<file path="config.mk">
export PLATFORM = sky130hd
export DESIGN_NAME = sflash_front
export DESIGN_NICKNAME = d
export VERILOG_FILES = /design/src/shared/sflash_pkg.sv /design/src/rtl/sflash_decode.sv /design/src/rtl/sflash_skid.sv /design/src/rtl/sflash_front.sv
export SDC_FILE = /design/constraint.sdc
export NUM_CORES = 1
export LEC_CHECK = 0
export ABC_AREA = 1
export BUFFER_PORTS_ARGS = -buffer_cell sky130_fd_sc_hd__buf_2
export CAP_MARGIN = 20
export CORE_MARGIN = 8
export CORE_UTILIZATION = 53
export CTS_BUF_LIST = sky130_fd_sc_hd__clkbuf_8 sky130_fd_sc_hd__clkbuf_16
export DETAILED_ROUTE_END_ITERATION = 8
export PLACE_DENSITY_LB_ADDON = 0.25
export REMOVE_ABC_BUFFERS = 1
export SYNTH_ARGS = -nofsm -noshare
export SYNTH_HDL_FRONTEND = slang
export SYNTH_SLANG_ARGS = --single-unit
</file>
<file path="constraint.sdc">
create_clock -name ref_clk -period 2.52 [get_ports ref_clk]
set_input_delay 0.252 -clock ref_clk [delete_from_list [all_inputs] [get_ports ref_clk]]
set_output_delay 0.252 -clock ref_clk [all_outputs]
set_load 0.01 [all_outputs]
</file>
<file path="src/shared/sflash_pkg.sv">
// Shared constants and types for the serial flash command and read front end
package sflash_pkg;

  // Opcodes
  localparam logic [7:0] OP_READ_FAST = 8'h0b;
  localparam logic [7:0] OP_READ_SLOW = 8'h03;
  localparam logic [7:0] OP_READ_DUAL = 8'h3b;
  localparam logic [7:0] OP_PAGE_ERASE = 8'h81;
  localparam logic [7:0] OP_BLK4_ERASE = 8'h20;
  localparam logic [7:0] OP_BLK32_ERASE_A = 8'h52;
  localparam logic [7:0] OP_BLK32_ERASE_B = 8'hd8;
  localparam logic [7:0] OP_CHIP_ERASE_A = 8'h60;
  localparam logic [7:0] OP_CHIP_ERASE_B = 8'hc7;
  localparam logic [7:0] OP_CHIP_ERASE_C = 8'h62;
  localparam logic [7:0] OP_PROGRAM = 8'h02;
  localparam logic [7:0] OP_OTP_PROGRAM = 8'h9b;
  localparam logic [7:0] OP_OTP_READ = 8'h77;
  localparam logic [7:0] OP_STATUS_READ = 8'h05;
  localparam logic [7:0] OP_STATUS_WRITE1 = 8'h01;
  localparam logic [7:0] OP_STATUS_WRITE2 = 8'h31;
  localparam logic [7:0] OP_ID_READ = 8'h9f;
  localparam logic [7:0] OP_ID_READ_OLD = 8'h15;
  localparam logic [7:0] OP_DEEP_DOWN = 8'hb9;
  localparam logic [7:0] OP_DEEP_RESUME = 8'hab;
  localparam logic [7:0] OP_ULTRA_DOWN = 8'h79;

  // Array geometry
  localparam int ADDR_BITS = 15;
  localparam logic [14:0] ARRAY_LAST = 15'h7fff;
  localparam logic [14:0] ARRAY_FIRST = 15'h0000;

  // Field layout of the 24-bit address
  localparam int ADDR_BYTES = 3;
  localparam int FAST_DUMMY_BYTES = 1;
  localparam int OTP_DUMMY_BYTES = 2;

  // Host clock limits, in MHz
  localparam int FAST_READ_MHZ = 104;
  localparam int SLOW_READ_CLOCK_LIMIT_MHZ = 33;
  localparam int DUAL_READ_CLOCK_LIMIT_MHZ = 50;

  // Command classes seen by the engine behind this front end
  typedef enum logic [3:0] {
    CMD_NONE = 4'h0,
    CMD_READ = 4'h1,
    CMD_READ_DUAL = 4'h2,
    CMD_PROGRAM = 4'h3,
    CMD_PAGE_ERASE = 4'h4,
    CMD_BLK4_ERASE = 4'h5,
    CMD_BLK32_ERASE = 4'h6,
    CMD_CHIP_ERASE = 4'h7,
    CMD_OTP_READ = 4'h8,
    CMD_OTP_PROGRAM = 4'h9,
    CMD_STATUS_READ = 4'ha,
    CMD_STATUS_WRITE = 4'hb,
    CMD_ID_READ = 4'hc,
    CMD_POWER = 4'hd
  } cmd_class_t;

  // Decoded command shape
  typedef struct packed {
    logic known;
    cmd_class_t cls;
    logic [1:0] addr_bytes;
    logic [1:0] dummy_bytes;
    logic is_read;
    logic dual;
  } cmd_info_t;

  // Completed command handed to the engine
  typedef struct packed {
    cmd_class_t cls;
    logic [7:0] opcode;
    logic [14:0] addr;
  } cmd_report_t;

  // Memory fetch request
  typedef struct packed {
    logic [14:0] addr;
  } fetch_req_t;

endpackage

</file>
<file path="src/rtl/sflash_decode.sv">
// Opcode decoder: command class and byte counts for each opcode
`timescale 1ns/10ps
module sflash_decode (
  // Opcode in
  input wire logic [7:0] opcode,
  // Shape out
  output sflash_pkg::cmd_info_t info
);

  // Table of supported opcodes
  always_comb begin
    info = '0;
    info.known = 1'b1;
    info.cls = sflash_pkg::CMD_NONE;
    unique case (opcode)
      sflash_pkg::OP_READ_FAST: begin
        info.cls = sflash_pkg::CMD_READ;
        info.addr_bytes = 2'(sflash_pkg::ADDR_BYTES);
        info.dummy_bytes = 2'(sflash_pkg::FAST_DUMMY_BYTES);
        info.is_read = 1'b1;
      end
      sflash_pkg::OP_READ_SLOW: begin
        info.cls = sflash_pkg::CMD_READ;
        info.addr_bytes = 2'(sflash_pkg::ADDR_BYTES);
        info.is_read = 1'b1;
      end
      sflash_pkg::OP_READ_DUAL: begin
        info.cls = sflash_pkg::CMD_READ_DUAL;
        info.addr_bytes = 2'(sflash_pkg::ADDR_BYTES);
        info.dummy_bytes = 2'(sflash_pkg::FAST_DUMMY_BYTES);
        info.is_read = 1'b1;
        info.dual = 1'b1;
      end
      sflash_pkg::OP_PROGRAM: begin
        info.cls = sflash_pkg::CMD_PROGRAM;
        info.addr_bytes = 2'(sflash_pkg::ADDR_BYTES);
      end
      sflash_pkg::OP_PAGE_ERASE: begin
        info.cls = sflash_pkg::CMD_PAGE_ERASE;
        info.addr_bytes = 2'(sflash_pkg::ADDR_BYTES);
      end
      sflash_pkg::OP_BLK4_ERASE: begin
        info.cls = sflash_pkg::CMD_BLK4_ERASE;
        info.addr_bytes = 2'(sflash_pkg::ADDR_BYTES);
      end
      sflash_pkg::OP_BLK32_ERASE_A, sflash_pkg::OP_BLK32_ERASE_B: begin
        info.cls = sflash_pkg::CMD_BLK32_ERASE;
        info.addr_bytes = 2'(sflash_pkg::ADDR_BYTES);
      end
      sflash_pkg::OP_CHIP_ERASE_A, sflash_pkg::OP_CHIP_ERASE_B,
      sflash_pkg::OP_CHIP_ERASE_C: begin
        info.cls = sflash_pkg::CMD_CHIP_ERASE;
      end
      sflash_pkg::OP_OTP_READ: begin
        info.cls = sflash_pkg::CMD_OTP_READ;
        info.addr_bytes = 2'(sflash_pkg::ADDR_BYTES);
        info.dummy_bytes = 2'(sflash_pkg::OTP_DUMMY_BYTES);
      end
      sflash_pkg::OP_OTP_PROGRAM: begin
        info.cls = sflash_pkg::CMD_OTP_PROGRAM;
        info.addr_bytes = 2'(sflash_pkg::ADDR_BYTES);
      end
      sflash_pkg::OP_STATUS_READ: begin
        info.cls = sflash_pkg::CMD_STATUS_READ;
      end
      sflash_pkg::OP_STATUS_WRITE1, sflash_pkg::OP_STATUS_WRITE2: begin
        info.cls = sflash_pkg::CMD_STATUS_WRITE;
      end
      sflash_pkg::OP_ID_READ, sflash_pkg::OP_ID_READ_OLD: begin
        info.cls = sflash_pkg::CMD_ID_READ;
      end
      sflash_pkg::OP_DEEP_DOWN, sflash_pkg::OP_DEEP_RESUME,
      sflash_pkg::OP_ULTRA_DOWN: begin
        info.cls = sflash_pkg::CMD_POWER;
      end
      default: begin
        info.known = 1'b0;
      end
    endcase
  end

endmodule

</file>
<file path="src/rtl/sflash_skid.sv">
// Two-entry buffer with valid and ready on both sides
`timescale 1ns/10ps
module sflash_skid #(
  parameter int WIDTH = 8,
  parameter int DEPTH = 2
) (
  // Clock and reset
  input wire logic ref_clk,
  input wire logic resetn,
  // Flush of stale entries
  input wire logic flush,
  // Filling side
  input wire logic in_valid,
  output logic in_ready,
  input wire logic [WIDTH-1:0] in_data,
  // Draining side
  output logic out_valid,
  input wire logic out_ready,
  output logic [WIDTH-1:0] out_data
);

  localparam int PW = (DEPTH > 1) ? $clog2(DEPTH) : 1;

  logic [WIDTH-1:0] mem_ff [DEPTH];
  logic [PW-1:0] wr_ff;
  logic [PW-1:0] rd_ff;
  logic [PW:0] cnt_ff;
  logic push;
  logic pop;

  // Handshake terms
  assign in_ready = (cnt_ff != (PW+1)'(DEPTH));
  assign out_valid = (cnt_ff != '0);
  assign out_data = mem_ff[rd_ff];
  assign push = in_valid && in_ready;
  assign pop = out_valid && out_ready;

  // Pointers and occupancy
  always_ff @(posedge ref_clk) begin
    if (!resetn || flush) begin
      wr_ff <= '0;
      rd_ff <= '0;
      cnt_ff <= '0;
    end else begin
      if (push) wr_ff <= (wr_ff == PW'(DEPTH - 1)) ? '0 : wr_ff + 1'b1;
      if (pop) rd_ff <= (rd_ff == PW'(DEPTH - 1)) ? '0 : rd_ff + 1'b1;
      cnt_ff <= cnt_ff + (PW+1)'(push) - (PW+1)'(pop);
    end
  end

  // Storage
  always_ff @(posedge ref_clk) begin
    if (push) mem_ff[wr_ff] <= in_data;
  end

endmodule

</file>
<file path="src/rtl/sflash_front.sv">
// Serial port front end: framing, opcode decode and array read streaming
//
// What this block does
// Mode 0 or 3 only; input sampled on rising, output launched on falling clock.
// Host lowers select, sends 8-bit opcode, then arguments, then raises select.
// All opcode, address and data bytes travel most significant bit first.
// Unknown opcode starts nothing; input ignored until select is cycled.
// Select rising before opcode and address complete performs nothing, back to idle.
// Address is 24 bits; bits 23 to 15 are ignored, top is 007fff.
// 0b takes three address bytes and one dummy; 03 takes address only.
// Host uses 0b up to 104 MHz, 03 only up to 33 MHz.
// Dual read 3b takes address and one dummy; host clock at most 50 MHz.
// Address counter starts at given address, advances per byte shifted out.
// After last array byte counter wraps to zero with no gap.
// Select rising ends single read at once, output line floated.
// Dual read sends two bits per falling edge, high on output line.
// Select rising during dual read floats both data lines.
// Decode 02, 81, 20, 52 and d8, each with three address bytes.
// Decode 60, c7 and 62 as chip erase with no arguments.
// Decode otp read 77 and otp program 9b.
// Decode status read 05 and status writes 01 and 31.
// Decode identification reads 9f and 15.
// Decode power commands b9, ab and 79 as bare opcodes.
// With select high, input ignored and output floated.
// Data lines are driven only once the output data phase begins.
`timescale 1ns/10ps
module sflash_front #(
  parameter int ADDR_W = sflash_pkg::ADDR_BITS
) (
  // Clock and reset
  input wire logic ref_clk,
  input wire logic resetn,
  // Serial pins
  input wire logic sck,
  input wire logic cs_n,
  input wire logic si_in,
  output logic si_out,
  output logic si_oe,
  output logic so_out,
  output logic so_oe,
  // Array fetch port
  output logic fetch_valid,
  output sflash_pkg::fetch_req_t fetch_req,
  input wire logic fetch_ready,
  input wire logic data_valid,
  input wire logic [7:0] data_byte,
  output logic data_ready,
  // Command report to the engine
  output logic cmd_valid,
  output sflash_pkg::cmd_report_t cmd_report,
  output logic cmd_abort
);

  typedef enum logic [2:0] {
    ST_IDLE = 3'b000,
    ST_OPCODE = 3'b001,
    ST_ADDR = 3'b010,
    ST_DUMMY = 3'b011,
    ST_DATA = 3'b100,
    ST_ARGS = 3'b101,
    ST_IGNORE = 3'b110
  } state_t;

  // Pin synchronisers
  logic [1:0] sck_sync_ff;
  logic [1:0] cs_sync_ff;
  logic [1:0] si_sync_ff;
  logic sck_prev_ff;
  logic cs_n_s;
  logic sck_s;
  logic si_s;
  logic rise;
  logic fall;

  state_t state_ff;
  state_t nxt_state;
  logic [2:0] bit_ff;
  logic [1:0] byte_ff;
  logic [7:0] shift_ff;
  logic [7:0] opcode_ff;
  logic [23:0] addr_in_ff;
  logic [ADDR_W-1:0] rd_addr_ff;
  logic [7:0] out_sh_ff;
  logic [2:0] out_bit_ff;
  logic dual_ff;
  logic out_loaded_ff;
  sflash_pkg::cmd_info_t info_ff;
  sflash_pkg::cmd_info_t dec_info;
  logic byte_done;
  logic [7:0] byte_val;
  logic last_arg;
  logic deselect;
  logic fetch_push;
  logic fetch_pending_ff;
  logic buf_valid;
  logic [7:0] buf_data;
  logic buf_take;
  logic buf_in_ready;
  logic [ADDR_W-1:0] addr_next;

  // Two flops on every pin
  always_ff @(posedge ref_clk) begin
    if (!resetn) begin
      sck_sync_ff <= 2'h0;
      cs_sync_ff <= 2'h3;
      si_sync_ff <= 2'h0;
      sck_prev_ff <= 1'b0;
    end else begin
      sck_sync_ff <= {sck_sync_ff[0], sck};
      cs_sync_ff <= {cs_sync_ff[0], cs_n};
      si_sync_ff <= {si_sync_ff[0], si_in};
      sck_prev_ff <= sck_sync_ff[1];
    end
  end

  // Clock edges found after synchronising
  assign sck_s = sck_sync_ff[1];
  assign cs_n_s = cs_sync_ff[1];
  assign si_s = si_sync_ff[1];
  assign rise = sck_s && !sck_prev_ff && !cs_n_s;
  assign fall = !sck_s && sck_prev_ff && !cs_n_s;
  assign deselect = cs_n_s;

  // Opcode table
  sflash_decode u_decode (
    .opcode(byte_val),
    .info(dec_info)
  );

  // Byte assembly, most significant bit first
  assign byte_val = {shift_ff[6:0], si_s};
  assign byte_done = rise && (bit_ff == 3'h7);
  assign last_arg = (byte_ff == 2'h0);
  assign addr_next = (rd_addr_ff == sflash_pkg::ARRAY_LAST) ?
                     sflash_pkg::ARRAY_FIRST : rd_addr_ff + 1'b1;

  // Phase sequencing
  always_comb begin
    nxt_state = state_ff;
    unique case (state_ff)
      ST_IDLE: begin
        if (!deselect) nxt_state = ST_OPCODE;
      end
      ST_OPCODE: begin
        if (byte_done) begin
          if (!dec_info.known) nxt_state = ST_IGNORE;
          else if (dec_info.addr_bytes != 2'h0) nxt_state = ST_ADDR;
          else if (dec_info.dummy_bytes != 2'h0) nxt_state = ST_DUMMY;
          else nxt_state = ST_ARGS;
        end
      end
      ST_ADDR: begin
        if (byte_done && last_arg) begin
          if (info_ff.dummy_bytes != 2'h0) nxt_state = ST_DUMMY;
          else if (info_ff.is_read) nxt_state = ST_DATA;
          else nxt_state = ST_ARGS;
        end
      end
      ST_DUMMY: begin
        if (byte_done && last_arg) begin
          nxt_state = info_ff.is_read ? ST_DATA : ST_ARGS;
        end
      end
      ST_DATA, ST_ARGS, ST_IGNORE: begin
        nxt_state = state_ff;
      end
      default: nxt_state = ST_IDLE;
    endcase
    if (deselect) nxt_state = ST_IDLE;
  end

  // State, counters and captured fields
  always_ff @(posedge ref_clk) begin
    if (!resetn) begin
      state_ff <= ST_IDLE;
      bit_ff <= 3'h0;
      byte_ff <= 2'h0;
      shift_ff <= 8'h00;
      opcode_ff <= 8'h00;
      addr_in_ff <= 24'h000000;
      info_ff <= '0;
      dual_ff <= 1'b0;
    end else begin
      state_ff <= nxt_state;
      if (deselect) begin
        bit_ff <= 3'h0;
      end else if (rise) begin
        bit_ff <= bit_ff + 3'h1;
        shift_ff <= byte_val;
      end
      if (byte_done && state_ff == ST_OPCODE) begin
        opcode_ff <= byte_val;
        info_ff <= dec_info;
        dual_ff <= dec_info.dual;
        byte_ff <= (dec_info.addr_bytes != 2'h0) ? dec_info.addr_bytes - 2'h1
                   : dec_info.dummy_bytes - 2'h1;
      end else if (byte_done && state_ff == ST_ADDR) begin
        addr_in_ff <= {addr_in_ff[15:0], byte_val};
        byte_ff <= last_arg ? info_ff.dummy_bytes - 2'h1 : byte_ff - 2'h1;
      end else if (byte_done && state_ff == ST_DUMMY) begin
        byte_ff <= byte_ff - 2'h1;
      end
    end
  end

  // Fetch of array bytes into the two-entry buffer
  assign fetch_push = fetch_valid && fetch_ready;
  assign data_ready = buf_in_ready;

  sflash_skid #(
    .WIDTH(8),
    .DEPTH(2)
  ) u_buf (
    .ref_clk(ref_clk),
    .resetn(resetn),
    .flush(state_ff != ST_DATA),
    .in_valid(data_valid && state_ff == ST_DATA),
    .in_ready(buf_in_ready),
    .in_data(data_byte),
    .out_valid(buf_valid),
    .out_ready(buf_take),
    .out_data(buf_data)
  );

  // Next byte taken when the previous one has fully left
  assign buf_take = buf_valid && (!out_loaded_ff ||
                    (fall && (dual_ff ? out_bit_ff == 3'h6 : out_bit_ff == 3'h7)));

  // Address counter and fetch request
  always_ff @(posedge ref_clk) begin
    if (!resetn) begin
      rd_addr_ff <= '0;
      fetch_valid <= 1'b0;
      fetch_req <= '0;
      fetch_pending_ff <= 1'b0;
    end else if (state_ff != ST_DATA) begin
      rd_addr_ff <= addr_in_ff[ADDR_W-1:0];
      fetch_valid <= 1'b0;
      fetch_pending_ff <= 1'b0;
      // Slow read only: the last address byte is still in flight on this edge
      if (nxt_state == ST_DATA && state_ff == ST_ADDR) begin
        rd_addr_ff <= {addr_in_ff[ADDR_W-9:0], byte_val};
      end
    end else begin
      if (fetch_push) fetch_valid <= 1'b0;
      if (!fetch_valid && !fetch_pending_ff) begin
        fetch_valid <= 1'b1;
        fetch_req.addr <= rd_addr_ff;
        fetch_pending_ff <= 1'b1;
      end
      if (fetch_push) begin
        rd_addr_ff <= addr_next;
      end
      if (data_valid && buf_in_ready) fetch_pending_ff <= 1'b0;
    end
  end

  // Output shifter and pin drivers
  always_ff @(posedge ref_clk) begin
    if (!resetn) begin
      out_sh_ff <= 8'h00;
      out_bit_ff <= 3'h0;
      out_loaded_ff <= 1'b0;
      so_out <= 1'b0;
      si_out <= 1'b0;
      so_oe <= 1'b0;
      si_oe <= 1'b0;
    end else if (state_ff != ST_DATA || deselect) begin
      out_loaded_ff <= 1'b0;
      out_bit_ff <= 3'h0;
      so_oe <= 1'b0;
      si_oe <= 1'b0;
    end else begin
      if (buf_take) begin
        out_sh_ff <= buf_data;
        out_bit_ff <= 3'h0;
        out_loaded_ff <= 1'b1;
      end
      if (fall && out_loaded_ff) begin
        so_oe <= 1'b1;
        si_oe <= dual_ff;
        if (dual_ff) begin
          so_out <= out_sh_ff[3'h7 - out_bit_ff];
          si_out <= out_sh_ff[3'h6 - out_bit_ff];
          if (!buf_take) out_bit_ff <= out_bit_ff + 3'h2;
        end else begin
          so_out <= out_sh_ff[3'h7 - out_bit_ff];
          if (!buf_take) out_bit_ff <= out_bit_ff + 3'h1;
        end
      end
    end
  end

  // Report of each completed command frame
  always_ff @(posedge ref_clk) begin
    if (!resetn) begin
      cmd_valid <= 1'b0;
      cmd_abort <= 1'b0;
      cmd_report <= '0;
    end else begin
      cmd_valid <= 1'b0;
      cmd_abort <= 1'b0;
      if (deselect && state_ff != ST_IDLE) begin
        cmd_report.cls <= info_ff.cls;
        cmd_report.opcode <= opcode_ff;
        cmd_report.addr <= addr_in_ff[ADDR_W-1:0];
        if (state_ff == ST_ARGS || state_ff == ST_DATA) begin
          cmd_valid <= 1'b1;
        end else begin
          cmd_abort <= (state_ff != ST_IGNORE);
        end
      end
    end
  end

endmodule

</file>
==> impl_metrics.yaml, run 1 <==
route:
  drc: 0
  routed-via-count: 6026
  routed_wirelength_um: 16500
  dr_vias_cell: 5.35
  drt_first_iter_violations: 506
  detail-route-antenna-nets: 0
  routed_wire_length_per_instance_um: 14.6
  detailedRoute.firstPassIterationCount: 8
yosys:
  yosysUniqueCellTypes: 42
  postSynthRegisterBits: 150
  synth.yosys.seq_area_share_pct: 46.6
  synthFlopType: "sky130_fd_sc_hd__dfxtp_1"
  synthesis.area_um2: 6790
  ys.warnings.count: 0
  post_synth.cell_area_avg_um2: 7.77
  synth_enable_flop_cells: 16
  synth-async-reset-ratio_pct: 0
  synth_cells: 874
power:
  cellLeakagePower_nw: 3.35
  cellPowerDensity_nw_per_um2: 674
  vdd_drop_max_mv: 0.573
  total_power_mw: 5.43
timing:
  final_min_period_over_clock_period_pct: 91.1
  final_min_period_ps: 2300
  fmaxAchievable_mhz: 436
  timing.setup.tns_ps: 0
  rsz0062_at_grt: "yes"
  fin_worst_hold_slack_ps: 17.1
  clock-skew-final_ps: 6.85
  timing_hold_violations_final: 0
  timing_max_transition_violations_final: 0
  worst_pin_slew_ps: 510
  max-slew-margin-rel_pct: 65.9
  setup-violations-final: 0
placement:
  hpwlAfterDp_um: 11200
  replace_congestion: 0.944
  post_dp_cell_area_um2: 7310
  place.port_buffers: 64
cells_and_area:
  diodes: 0
  share_of_the_core_filled_with_cells_pct: 64.1
  share_of_final_layout_standard_cells_stronger_than_drive_strength_1_pct: 19.7
  filler_cell_count_in_the_final_layout: 1097
  nNetsFinal: 968
  final_cell_mix: "sky130_fd_sc_hd__dfxtp_1, sky130_fd_sc_hd__nand2_1, sky130_fd_sc_hd__a21oi_1, sky130_fd_sc_hd__o21ai_0, sky130_fd_sc_hd__inv_1"
  layout_area_overhead_pct: 18.6
  area.sequential_um2: 3170
  mostFrequentLayoutCell: "sky130_fd_sc_hd__dfxtp_1"
  post_route_cell_area_um2: 8050
  multi_input_comb_area_um2: 3090
min_path:
  hold_path_depth: 2
  timing.hold.worst.class: "in -> reg"
global_route:
  grt_antenna_before_repair: 0
  globalRoute.totalOverflow: 0
  grt_max_degree: 87
  wire_length_of_the_first_global_routing_pass_um: 27100
  grt_pass1_vias: 5679
  global_route.usage.total_pct: 20.3
critical_path:
  setup.worst_path.class: "reg -> reg"
  critPathMaxFanout: 16
  cp_slowest_stage_delay_ps: 450
  cp.arrival_ps: 2650
  timing.critical_path.depth: 14
  category_of_the_worst_setup_path_capture_point: "register"
  cpMaxStageDelayCell: "sky130_fd_sc_hd__dfxtp_1"
  library_cell_appearing_most_often_on_the_critical_path: "sky130_fd_sc_hd__nand2_1"
  startpoint_type: "register"
  path_cells: "inv_2 > nor2_1 > and2_1 > nand2_1 > o21ai_0 > nor2_1 > nand3_1 > nand2_1 > nand2_1 > nand2_4 > buf_4 > nand4_1 > nand3_2 > a21oi_2"
  reg2reg_depth: 14
  path_delay_family: "simple AND/OR/NAND/NOR gates"
  critical_path.n_buffers_inverters: 2
  worst_ep_required_ps: 2880
die:
  rows: 41
  core_area_um2: 12600
  die_footprint_um2: 16700
  chipHeight_um: 129
  die_x_um: 129
  floorplan.io_pins: 65
  start_util_pct: 54.0
run_status:
  run_status: "finished, final reports clean"
clock_network:
  cts_htree_levels: 4
  clkTransAtPathRegs_ps: 60
  cts-root-to-sink-buffers: 2
  numCtsBuffers: 17
  cts_root_buf: "sky130_fd_sc_hd__clkbuf_16"
  cts_tree: "done"
  clock_sinks: 150
  clock_latency_ps: 420
  cts_setup_buffers: 0
run:
  drv_cap: 0
==> synthesized netlist by cell type, types with 10 or more instances <==
library cell | number | area (um^2)
sky130_fd_sc_hd__nand3_2 | 14 | 140
sky130_fd_sc_hd__clkbuf_1 | 32 | 120
sky130_fd_sc_hd__edfxtp_1 | 16 | 480
sky130_fd_sc_hd__nor3_1 | 12 | 60.1
sky130_fd_sc_hd__a21oi_1 | 104 | 521
sky130_fd_sc_hd__dfxtp_1 | 134 | 2680
sky130_fd_sc_hd__inv_1 | 85 | 319
sky130_fd_sc_hd__inv_2 | 14 | 52.6
sky130_fd_sc_hd__a21oi_2 | 10 | 87.6
sky130_fd_sc_hd__o21ai_0 | 100 | 500
sky130_fd_sc_hd__nand4_1 | 23 | 144
sky130_fd_sc_hd__nand2_2 | 13 | 81.3
sky130_fd_sc_hd__nand3_1 | 35 | 175
sky130_fd_sc_hd__ha_1 | 10 | 125
sky130_fd_sc_hd__nor2_1 | 84 | 315
sky130_fd_sc_hd__nand2_1 | 122 | 458
==> through the flow <==
| step | cells | setup slack, ps |
|---|---|---|
| after floorplan | 835 | -382 |
| final | 1126 | 225 |
| after global routing | 1126 | -42.9 |
| after detailed placement | 1089 | 144 |
| after global placement | 1089 | 178 |
| after CTS | 1126 | 43.8 |
==> worst register-to-register path: stages (launching register included) <==
cell and delay, ps:
sky130_fd_sc_hd__dfxtp_1 450, sky130_fd_sc_hd__inv_2 110, sky130_fd_sc_hd__nor2_1 240, sky130_fd_sc_hd__and2_1 220, sky130_fd_sc_hd__nand2_1 80, sky130_fd_sc_hd__o21ai_0 120, sky130_fd_sc_hd__nor2_1 110, sky130_fd_sc_hd__nand3_1 90
sky130_fd_sc_hd__nand2_1 80, sky130_fd_sc_hd__nand2_1 120, sky130_fd_sc_hd__nand2_4 70, sky130_fd_sc_hd__buf_4 190, sky130_fd_sc_hd__nand4_1 100, sky130_fd_sc_hd__nand3_2 110, sky130_fd_sc_hd__a21oi_2 130
==> where the power goes <==
part	total [mW]	switching, mW	internal, mW
combinational	0.153	0.0982	0.0552
sequential	2.45	0.0131	2.43
clock	2.83	0.982	1.85
==> final cells by class <==
cell class,count,area share (%)
clock buffer,17,5.28
clock inverter,13,2.87
inverter,102,4.76
multi-input combinational,583,38.4
sequential,150,39.3
tap,172,2.67
timing repair buffer,89,6.68
==> logic make-up after synthesis <==
logic type | Yosys count | synth area share [%]
buffers and inverters | 141 | 8.02
adders and majority gates | 10 | 1.84
and+or+nand+nor | 327 | 23.3
DFF | 150 | 46.6
AOI/OAI and AO/OA | 238 | 19.2
xor gates and xnor gates | 8 | 1.03
==> what timing repair did <==
item / 4_1_cts / 5_1_grt
hold buffers: 7 / 0
resized for setup: 0 / 5
hold endpoints to repair: 12 / 0
setup endpoints to repair: 0 / 20
==> state kept, by name (all words and copies together), names as in the netlist, 2 cells and up <==
register      flops
info_ff           7
rd_addr_ff       15
u_buf.cnt_ff      2
bit_ff            3
fetch_req        15
opcode_ff         8
out_sh_ff         8
cmd_report       27
si_sync_ff        2
sck_sync_ff       2
state_ff          3
byte_ff           2
cs_sync_ff        2
u_buf.mem_ff     16
out_bit_ff        3
addr_in_ff       15
shift_ff          7
==> worst paths after layout <==
path / startpoint / to / slack [ps]
worst min-delay path: cs_n / cs_sync_ff[0] / 20
worst max-delay path: shift_ff[3] / rd_addr_ff[5] / 220
worst min register to register: sck_sync_ff[0] / sck_sync_ff[1] / 410
worst max register to register: shift_ff[3] / rd_addr_ff[5] / 220
==> per-layer routing <==
layer	track usage (%)	routed length, um
met1	25.5	7480
met2	32.3	7780
met3	5.42	889
met4	8.64	316
met5	0	0
No activity file was read; power rests on OpenSTA's default activity.
==> inputs of run 2 (changes only) <==
--- a/config.mk
+++ b/config.mk
@@ -6,13 +6,13 @@
 export NUM_CORES = 1
 export LEC_CHECK = 0
 export ABC_AREA = 1
-export BUFFER_PORTS_ARGS = -buffer_cell sky130_fd_sc_hd__buf_2
 export CAP_MARGIN = 20
 export CORE_MARGIN = 8
-export CORE_UTILIZATION = 53
+export CORE_UTILIZATION = 57
 export CTS_BUF_LIST = sky130_fd_sc_hd__clkbuf_8 sky130_fd_sc_hd__clkbuf_16
 export DETAILED_ROUTE_END_ITERATION = 8
-export PLACE_DENSITY_LB_ADDON = 0.25
+export DONT_BUFFER_PORTS = 1
+export PLACE_DENSITY = 0.75
 export REMOVE_ABC_BUFFERS = 1
 export SYNTH_ARGS = -nofsm -noshare
 export SYNTH_HDL_FRONTEND = slang
==> run 2 against run 1 <==
  * Largest power group unchanged
  * Final area fell by 3.2%
  * Core utilization rose by 1.9 points
  * Die area fell by 6.2%
  * Critical path depth rose by 1
  * Register-to-register slack got worse by 20 ps
  * Clock-buffer cell count did not move
  * Setup slack got worse by 23 ps
  * Final cell count fell by 7.0%
  * Sequential share of layout area rose by 1.3 points
  * Largest cell class unchanged
  * Wire length rose by 6.4%
  * Highest routed layer unchanged
  * Combinational power fell by 14%
  * Clock power barely moved
==> impl_metrics.yaml, run 2 (same netlist as run 1, synthesis figures left out) <==
run_status:
  run_status: "finished, final reports clean"
clock_network:
  clkTransAtPathRegs_ps: 60
  cts-root-to-sink-buffers: 2
  cts_htree_levels: 4
  clock_sinks: 150
  numCtsBuffers: 17
  cts_root_buf: "sky130_fd_sc_hd__clkbuf_16"
  clock_latency_ps: 430
  cts_tree: "done"
cells_and_area:
  share_of_final_layout_standard_cells_stronger_than_drive_strength_1_pct: 14.0
  diodes: 0
  top_register: "cmd_report"
  filler_cell_count_in_the_final_layout: 1013
  largest_registers: "cmd_report: 27 flops, u_buf.mem_ff: 16 flops"
  final_cell_mix: "sky130_fd_sc_hd__dfxtp_1, sky130_fd_sc_hd__nand2_1, sky130_fd_sc_hd__a21oi_1, sky130_fd_sc_hd__o21ai_0, sky130_fd_sc_hd__inv_1"
  post_route_cell_area_um2: 7790
  nNetsFinal: 912
  multi_input_comb_area_um2: 3090
  layout_area_overhead_pct: 14.8
  area.sequential_um2: 3170
  mostFrequentLayoutCell: "sky130_fd_sc_hd__dfxtp_1"
  largest_reg_flops: 27
placement:
  place.port_buffers: 0
  pre_cts_ws_ps: 141
  post_dp_cell_area_um2: 6920
  replace_congestion: 0.920
  hpwlAfterDp_um: 11900
min_path:
  timing.hold.worst.class: "in -> reg"
  min_to: "addr_in_ff[2]"
  hold_path_depth: 2
  worst_hold_launch: "resetn"
global_route:
  globalRoute.totalOverflow: 0
  global_route.usage.total_pct: 22.6
  grt_pass1_vias: 5764
  wire_length_of_the_first_global_routing_pass_um: 29000
  grt_antenna_before_repair: 0
  grt_max_degree: 78
critical_path:
  cp-startpoint: "shift_ff[1]"
  critPathMaxFanout: 17
  reg2reg_depth: 15
  worst_ep_required_ps: 2870
  setup.worst_path.class: "reg -> reg"
  cp.arrival_ps: 2670
  startpoint_type: "register"
  r2r_slack_ps: 200
  category_of_the_worst_setup_path_capture_point: "register"
  capturing_point_of_the_worst_reg2reg_path: "rd_addr_ff[8]"
  reg2reg_from: "shift_ff[1]"
route:
  dr_vias_cell: 5.67
  detail-route-antenna-nets: 0
  routed-via-count: 5937
  drc: 0
  routed_wire_length_per_instance_um: 16.7
  detailedRoute.firstPassIterationCount: 5
  drt_first_iter_violations: 463
  routed_wirelength_um: 17500
power:
  total_power_mw: 5.39
  seq_pwr_share_pct: 45.6
  clock_power_share_pct: 52.0
  netSwitchingPower_mw: 1.14
  combinational_group_share_of_total_power_pct: 2.4
  cellPowerDensity_nw_per_um2: 692
  swShare_pct: 21.2
  cell_internal_pwr_mw: 4.25
  vdd_drop_max_mv: 0.484
  cellLeakagePower_nw: 3.05
die:
  floorplan.io_pins: 65
  chipHeight_um: 125
  die_footprint_um2: 15700
  rows: 40
  start_util_pct: 57.5
  core_area_um2: 11800
  die_x_um: 125
timing:
  timing_hold_violations_final: 0
  timing_max_transition_violations_final: 0
  max-slew-margin-rel_pct: 54.5
  worst_pin_slew_ps: 680
  rsz0062_at_grt: "no"
  final_min_period_ps: 2320
  setup_slack_ps: 202
  fmaxAchievable_mhz: 431
  timing.setup.tns_ps: 0
  clock-skew-final_ps: 12.5
  final_min_period_over_clock_period_pct: 92.0
  setup-violations-final: 0
run:
  drv_cap: 0
run 2: changes by cell type in the layout (fill, tap and decap cells not counted), sizes merged:
| cell | before | now |
|---|---|---|
| clkinvlp | 1 | 2 |
| dlygate4sd3 | 7 | 14 |
| bufinv | 6 | 5 |
| inv | 101 | 104 |
| clkinv | 7 | 6 |
| buf | 82 | 19 |
run 2: what timing repair did:
item                       in CTS  in global routing
resized for setup               0                  4
hold buffers                   14                  1
setup endpoints to repair       0                 16
setup buffers                   0                  4
hold endpoints to repair       95                  1
run 2: per-stage QoR:
step,util (%),hold WS [ps],std cells
6_report,66.0,14.1,1047
5_1_grt,66.0,19.1,1047
4_1_cts,65.4,0.411,1042
3_5_place_dp,58.6,351,996
3_3_place_gp,58.6,351,996
2_1_floorplan,-,345,835
run 2: how the worst max path moves through the flow:
| stage | end | slack [ps] | cells after the start |
|---|---|---|---|
| after floorplan | u_buf.mem_ff[1][0] | -380 | 6 |
| after global placement | u_buf.cnt_ff[1] | 230 | 12 |
| after detailed placement | u_buf.cnt_ff[1] | 140 | 12 |
| after CTS | u_buf.cnt_ff[1] | 130 | 12 |
| after global routing | rd_addr_ff[8] | 20 | 15 |
| final | rd_addr_ff[8] | 200 | 15 |
run 2: final cells by class:
class / count / area share [%]
repair buffers: 33 / 4.05
inverters: 102 / 4.91
well taps: 147 / 2.36
multi-input cells: 583 / 39.7
clock buffers: 17 / 5.46
flip-flops and latches: 150 / 40.6
clock inverters: 15 / 2.91
run 2: critical path, cell delays in order (launching register included):
cell	delay (ps)
sky130_fd_sc_hd__dfxtp_1	450
sky130_fd_sc_hd__inv_2	140
sky130_fd_sc_hd__nand2_1	120
sky130_fd_sc_hd__nor2_2	60
sky130_fd_sc_hd__nand3_1	100
sky130_fd_sc_hd__nand2_1	70
sky130_fd_sc_hd__nor2_1	200
sky130_fd_sc_hd__nand3_1	110
sky130_fd_sc_hd__nand2_1	100
sky130_fd_sc_hd__nand2_1	100
sky130_fd_sc_hd__nand2_4	180
sky130_fd_sc_hd__nand3_4	170
sky130_fd_sc_hd__buf_12	180
sky130_fd_sc_hd__nand2_2	50
sky130_fd_sc_hd__nand3_2	60
sky130_fd_sc_hd__a21oi_2	150
run 2: routing by layer:
layer | share of wire [%] | GRT usage [%] | vias up
met5 | 0 | 0 | -
met4 | 2.9 | 10.5 | 0
met3 | 5.6 | 5.82 | 30
met2 | 46 | 35.8 | 191
met1 | 45 | 28.2 | 2765
li1 | - | - | 2951
run 2: power by group through the flow:
stage	logic (mW)	clock network, mW	registers [mW]
after global routing	0.149	2.92	2.46
after global placement	0.0859	0	2.51
after floorplan	0.0681	0	2.50
final	0.132	2.80	2.46
after CTS	0.129	2.82	2.46
after detailed placement	0.0892	0	2.51
==> inputs of run 3 (changes only) <==
--- a/config.mk
+++ b/config.mk
@@ -6,12 +6,12 @@
 export NUM_CORES = 1
 export LEC_CHECK = 0
 export ABC_AREA = 1
+export BUFFER_PORTS_ARGS = -buffer_cell sky130_fd_sc_hd__buf_2
 export CAP_MARGIN = 20
 export CORE_MARGIN = 8
-export CORE_UTILIZATION = 57
+export CORE_UTILIZATION = 53
 export CTS_BUF_LIST = sky130_fd_sc_hd__clkbuf_8 sky130_fd_sc_hd__clkbuf_16
 export DETAILED_ROUTE_END_ITERATION = 8
-export DONT_BUFFER_PORTS = 1
 export PLACE_DENSITY = 0.75
 export REMOVE_ABC_BUFFERS = 1
 export SYNTH_ARGS = -nofsm -noshare
==> run 3 against run 2 <==
  * Wire length fell by 8.9%
  * Final cell count is 7.0% higher
  * Fmax grew 1.7%
  * Critical path depth fell by 1
  * First-iteration DRC count up 1.9%
  * Clock-buffer cell count unchanged
  * Die area up 6.6%
  * Final area up 1.7%
  * Combinational power is 11% higher
  * Clock power fell by 6%
  * Sequential share of layout area decreased by 0.67 points
  * Critical endpoint is now rd_addr_ff[0]
==> impl_metrics.yaml, run 3 (same netlist as run 1, synthesis figures left out) <==
timing:
  setup_slack_ps: 240
  fin_worst_hold_slack_ps: 16.1
  final_min_period_over_clock_period_pct: 90.5
  timing_hold_violations_final: 0
  timing_max_transition_violations_final: 0
  timing.setup.tns_ps: 0
  clock-skew-final_ps: 6.14
  worst_pin_slew_ps: 744
  max-slew-margin-rel_pct: 50.4
  final_min_period_ps: 2280
  fmaxAchievable_mhz: 439
  setup-violations-final: 0
  rsz0062_at_grt: "no"
power:
  vdd_drop_max_mv: 0.796
  cellLeakagePower_nw: 3.28
  cellPowerDensity_nw_per_um2: 659
placement:
  replace_congestion: 0.910
  post-place-cells: 1085
  pre_cts_ws_ps: 131
  place.port_buffers: 64
  post_dp_cell_area_um2: 7270
  hpwlAfterDp_um: 11200
route:
  drc: 0
  dr_vias_cell: 5.24
  routed-via-count: 5873
  detailedRoute.firstPassIterationCount: 5
  routed_wirelength_um: 16000
  detail-route-antenna-nets: 0
  routed_wire_length_per_instance_um: 14.3
  drt_first_iter_violations: 472
die:
  die_x_um: 129
  rows: 41
  floorplan.io_pins: 65
  start_util_pct: 54.0
  core_area_um2: 12600
  die_footprint_um2: 16700
  chipHeight_um: 129
clock_network:
  numCtsBuffers: 17
  clock_sinks: 150
  cts_htree_levels: 4
  cts_tree: "done"
  cts-root-to-sink-buffers: 2
  cts_root_buf: "sky130_fd_sc_hd__clkbuf_16"
  clkTransAtPathRegs_ps: 60
  clock_latency_ps: 420
cells_and_area:
  share_of_final_layout_standard_cells_stronger_than_drive_strength_1_pct: 19.6
  post_route_cell_area_um2: 7920
  mostFrequentLayoutCell: "sky130_fd_sc_hd__dfxtp_1"
  nNetsFinal: 960
  final_cell_mix: "sky130_fd_sc_hd__dfxtp_1, sky130_fd_sc_hd__nand2_1, sky130_fd_sc_hd__a21oi_1, sky130_fd_sc_hd__o21ai_0, sky130_fd_sc_hd__inv_1"
  largest_registers: "cmd_report: 27 flops, u_buf.mem_ff: 16 flops"
  filler_cell_count_in_the_final_layout: 1090
  layout_area_overhead_pct: 16.7
  largest_reg_flops: 27
  top_register: "cmd_report"
  diodes: 0
  final-instance-count-excl-fill: 1120
global_route:
  wire_length_of_the_first_global_routing_pass_um: 26800
  global_route.usage.total_pct: 19.9
  globalRoute.totalOverflow: 0
  grt_pass1_vias: 5544
  grt_antenna_before_repair: 0
  grt_max_degree: 87
run:
  drv_cap: 0
run_status:
  run_status: "finished, final reports clean"
critical_path:
  worst_ep_required_ps: 2870
  critPathMaxFanout: 17
  critical_path.n_buffers_inverters: 0
  startpoint_type: "register"
  path_delay_family: "simple AND/OR/NAND/NOR gates"
  cp.arrival_ps: 2630
  library_cell_appearing_most_often_on_the_critical_path: "sky130_fd_sc_hd__nand2_1"
  cp_slowest_stage_delay_ps: 440
  cpMaxStageDelayCell: "sky130_fd_sc_hd__dfxtp_1"
  r2r_slack_ps: 240
  path_cells: "nor2_1 > nand2_1 > nor2_1 > nor2_1 > nand2_1 > nor2_2 > nand3_1 > nand2_1 > nand2_1 > nand2_4 > nand3_4 > nand2_1 > nand3_1 > a21oi_1"
  category_of_the_worst_setup_path_capture_point: "register"
  setup.worst_path.class: "reg -> reg"
min_path:
  timing.hold.worst.class: "in -> reg"
-- run 3: area by class of cell --
cell class / count / area, um^2 / area share [%]
Multi-Input combinational cell: 583 / 3090 / 39.0
Inverter: 102 / 383 / 4.83
Timing Repair Buffer: 81 / 450 / 5.69
Tap cell: 172 / 215 / 2.72
Clock inverter: 15 / 189 / 2.39
Sequential cell: 150 / 3170 / 40.0
Clock buffer: 17 / 425 / 5.37
-- run 3: metrics by stage --
stage | power [mW] | util (%)
3_3_place_gp | 2.64 | 57.8
6_report | 5.22 | 63.0
3_5_place_dp | 2.64 | 57.8
2_1_floorplan | 2.57 | -
5_1_grt | 5.37 | 63.0
4_1_cts | 5.25 | 62.8
-- run 3: final timing paths --
check / startpoint / end / cells after the start
worst min register to register: sck_sync_ff[0] / sck_sync_ff[1] / 2
worst min-delay path: data_byte[0] / u_buf.mem_ff[1][0] / 1
worst max register to register: shift_ff[2] / rd_addr_ff[0] / 14
worst max-delay path: shift_ff[2] / rd_addr_ff[0] / 14
-- run 3: what timing repair did --
item / in CTS / in global routing
hold endpoints to repair: 1 / 0
setup endpoints to repair: 0 / 17
gates resized for setup: 0 / 5
hold buffers: 1 / 0
buffers inserted: 0 / 2
-- run 3: per-layer routing --
layer | track usage (%) | part of all wire [%]
met1 | 25.7 | 48
met2 | 31.9 | 46
met3 | 5.18 | 4.3
met4 | 5.87 | 1.3
met5 | 0 | 0
-- run 3: where the power goes --
part	internal [mW]	leakage, nW	switching, mW	total, mW
registers	2.43	1.23	0.0140	2.45
logic	0.0473	1.76	0.0988	0.146
clock network	1.64	0.295	0.981	2.62
total	4.12	3.28	1.09	5.22
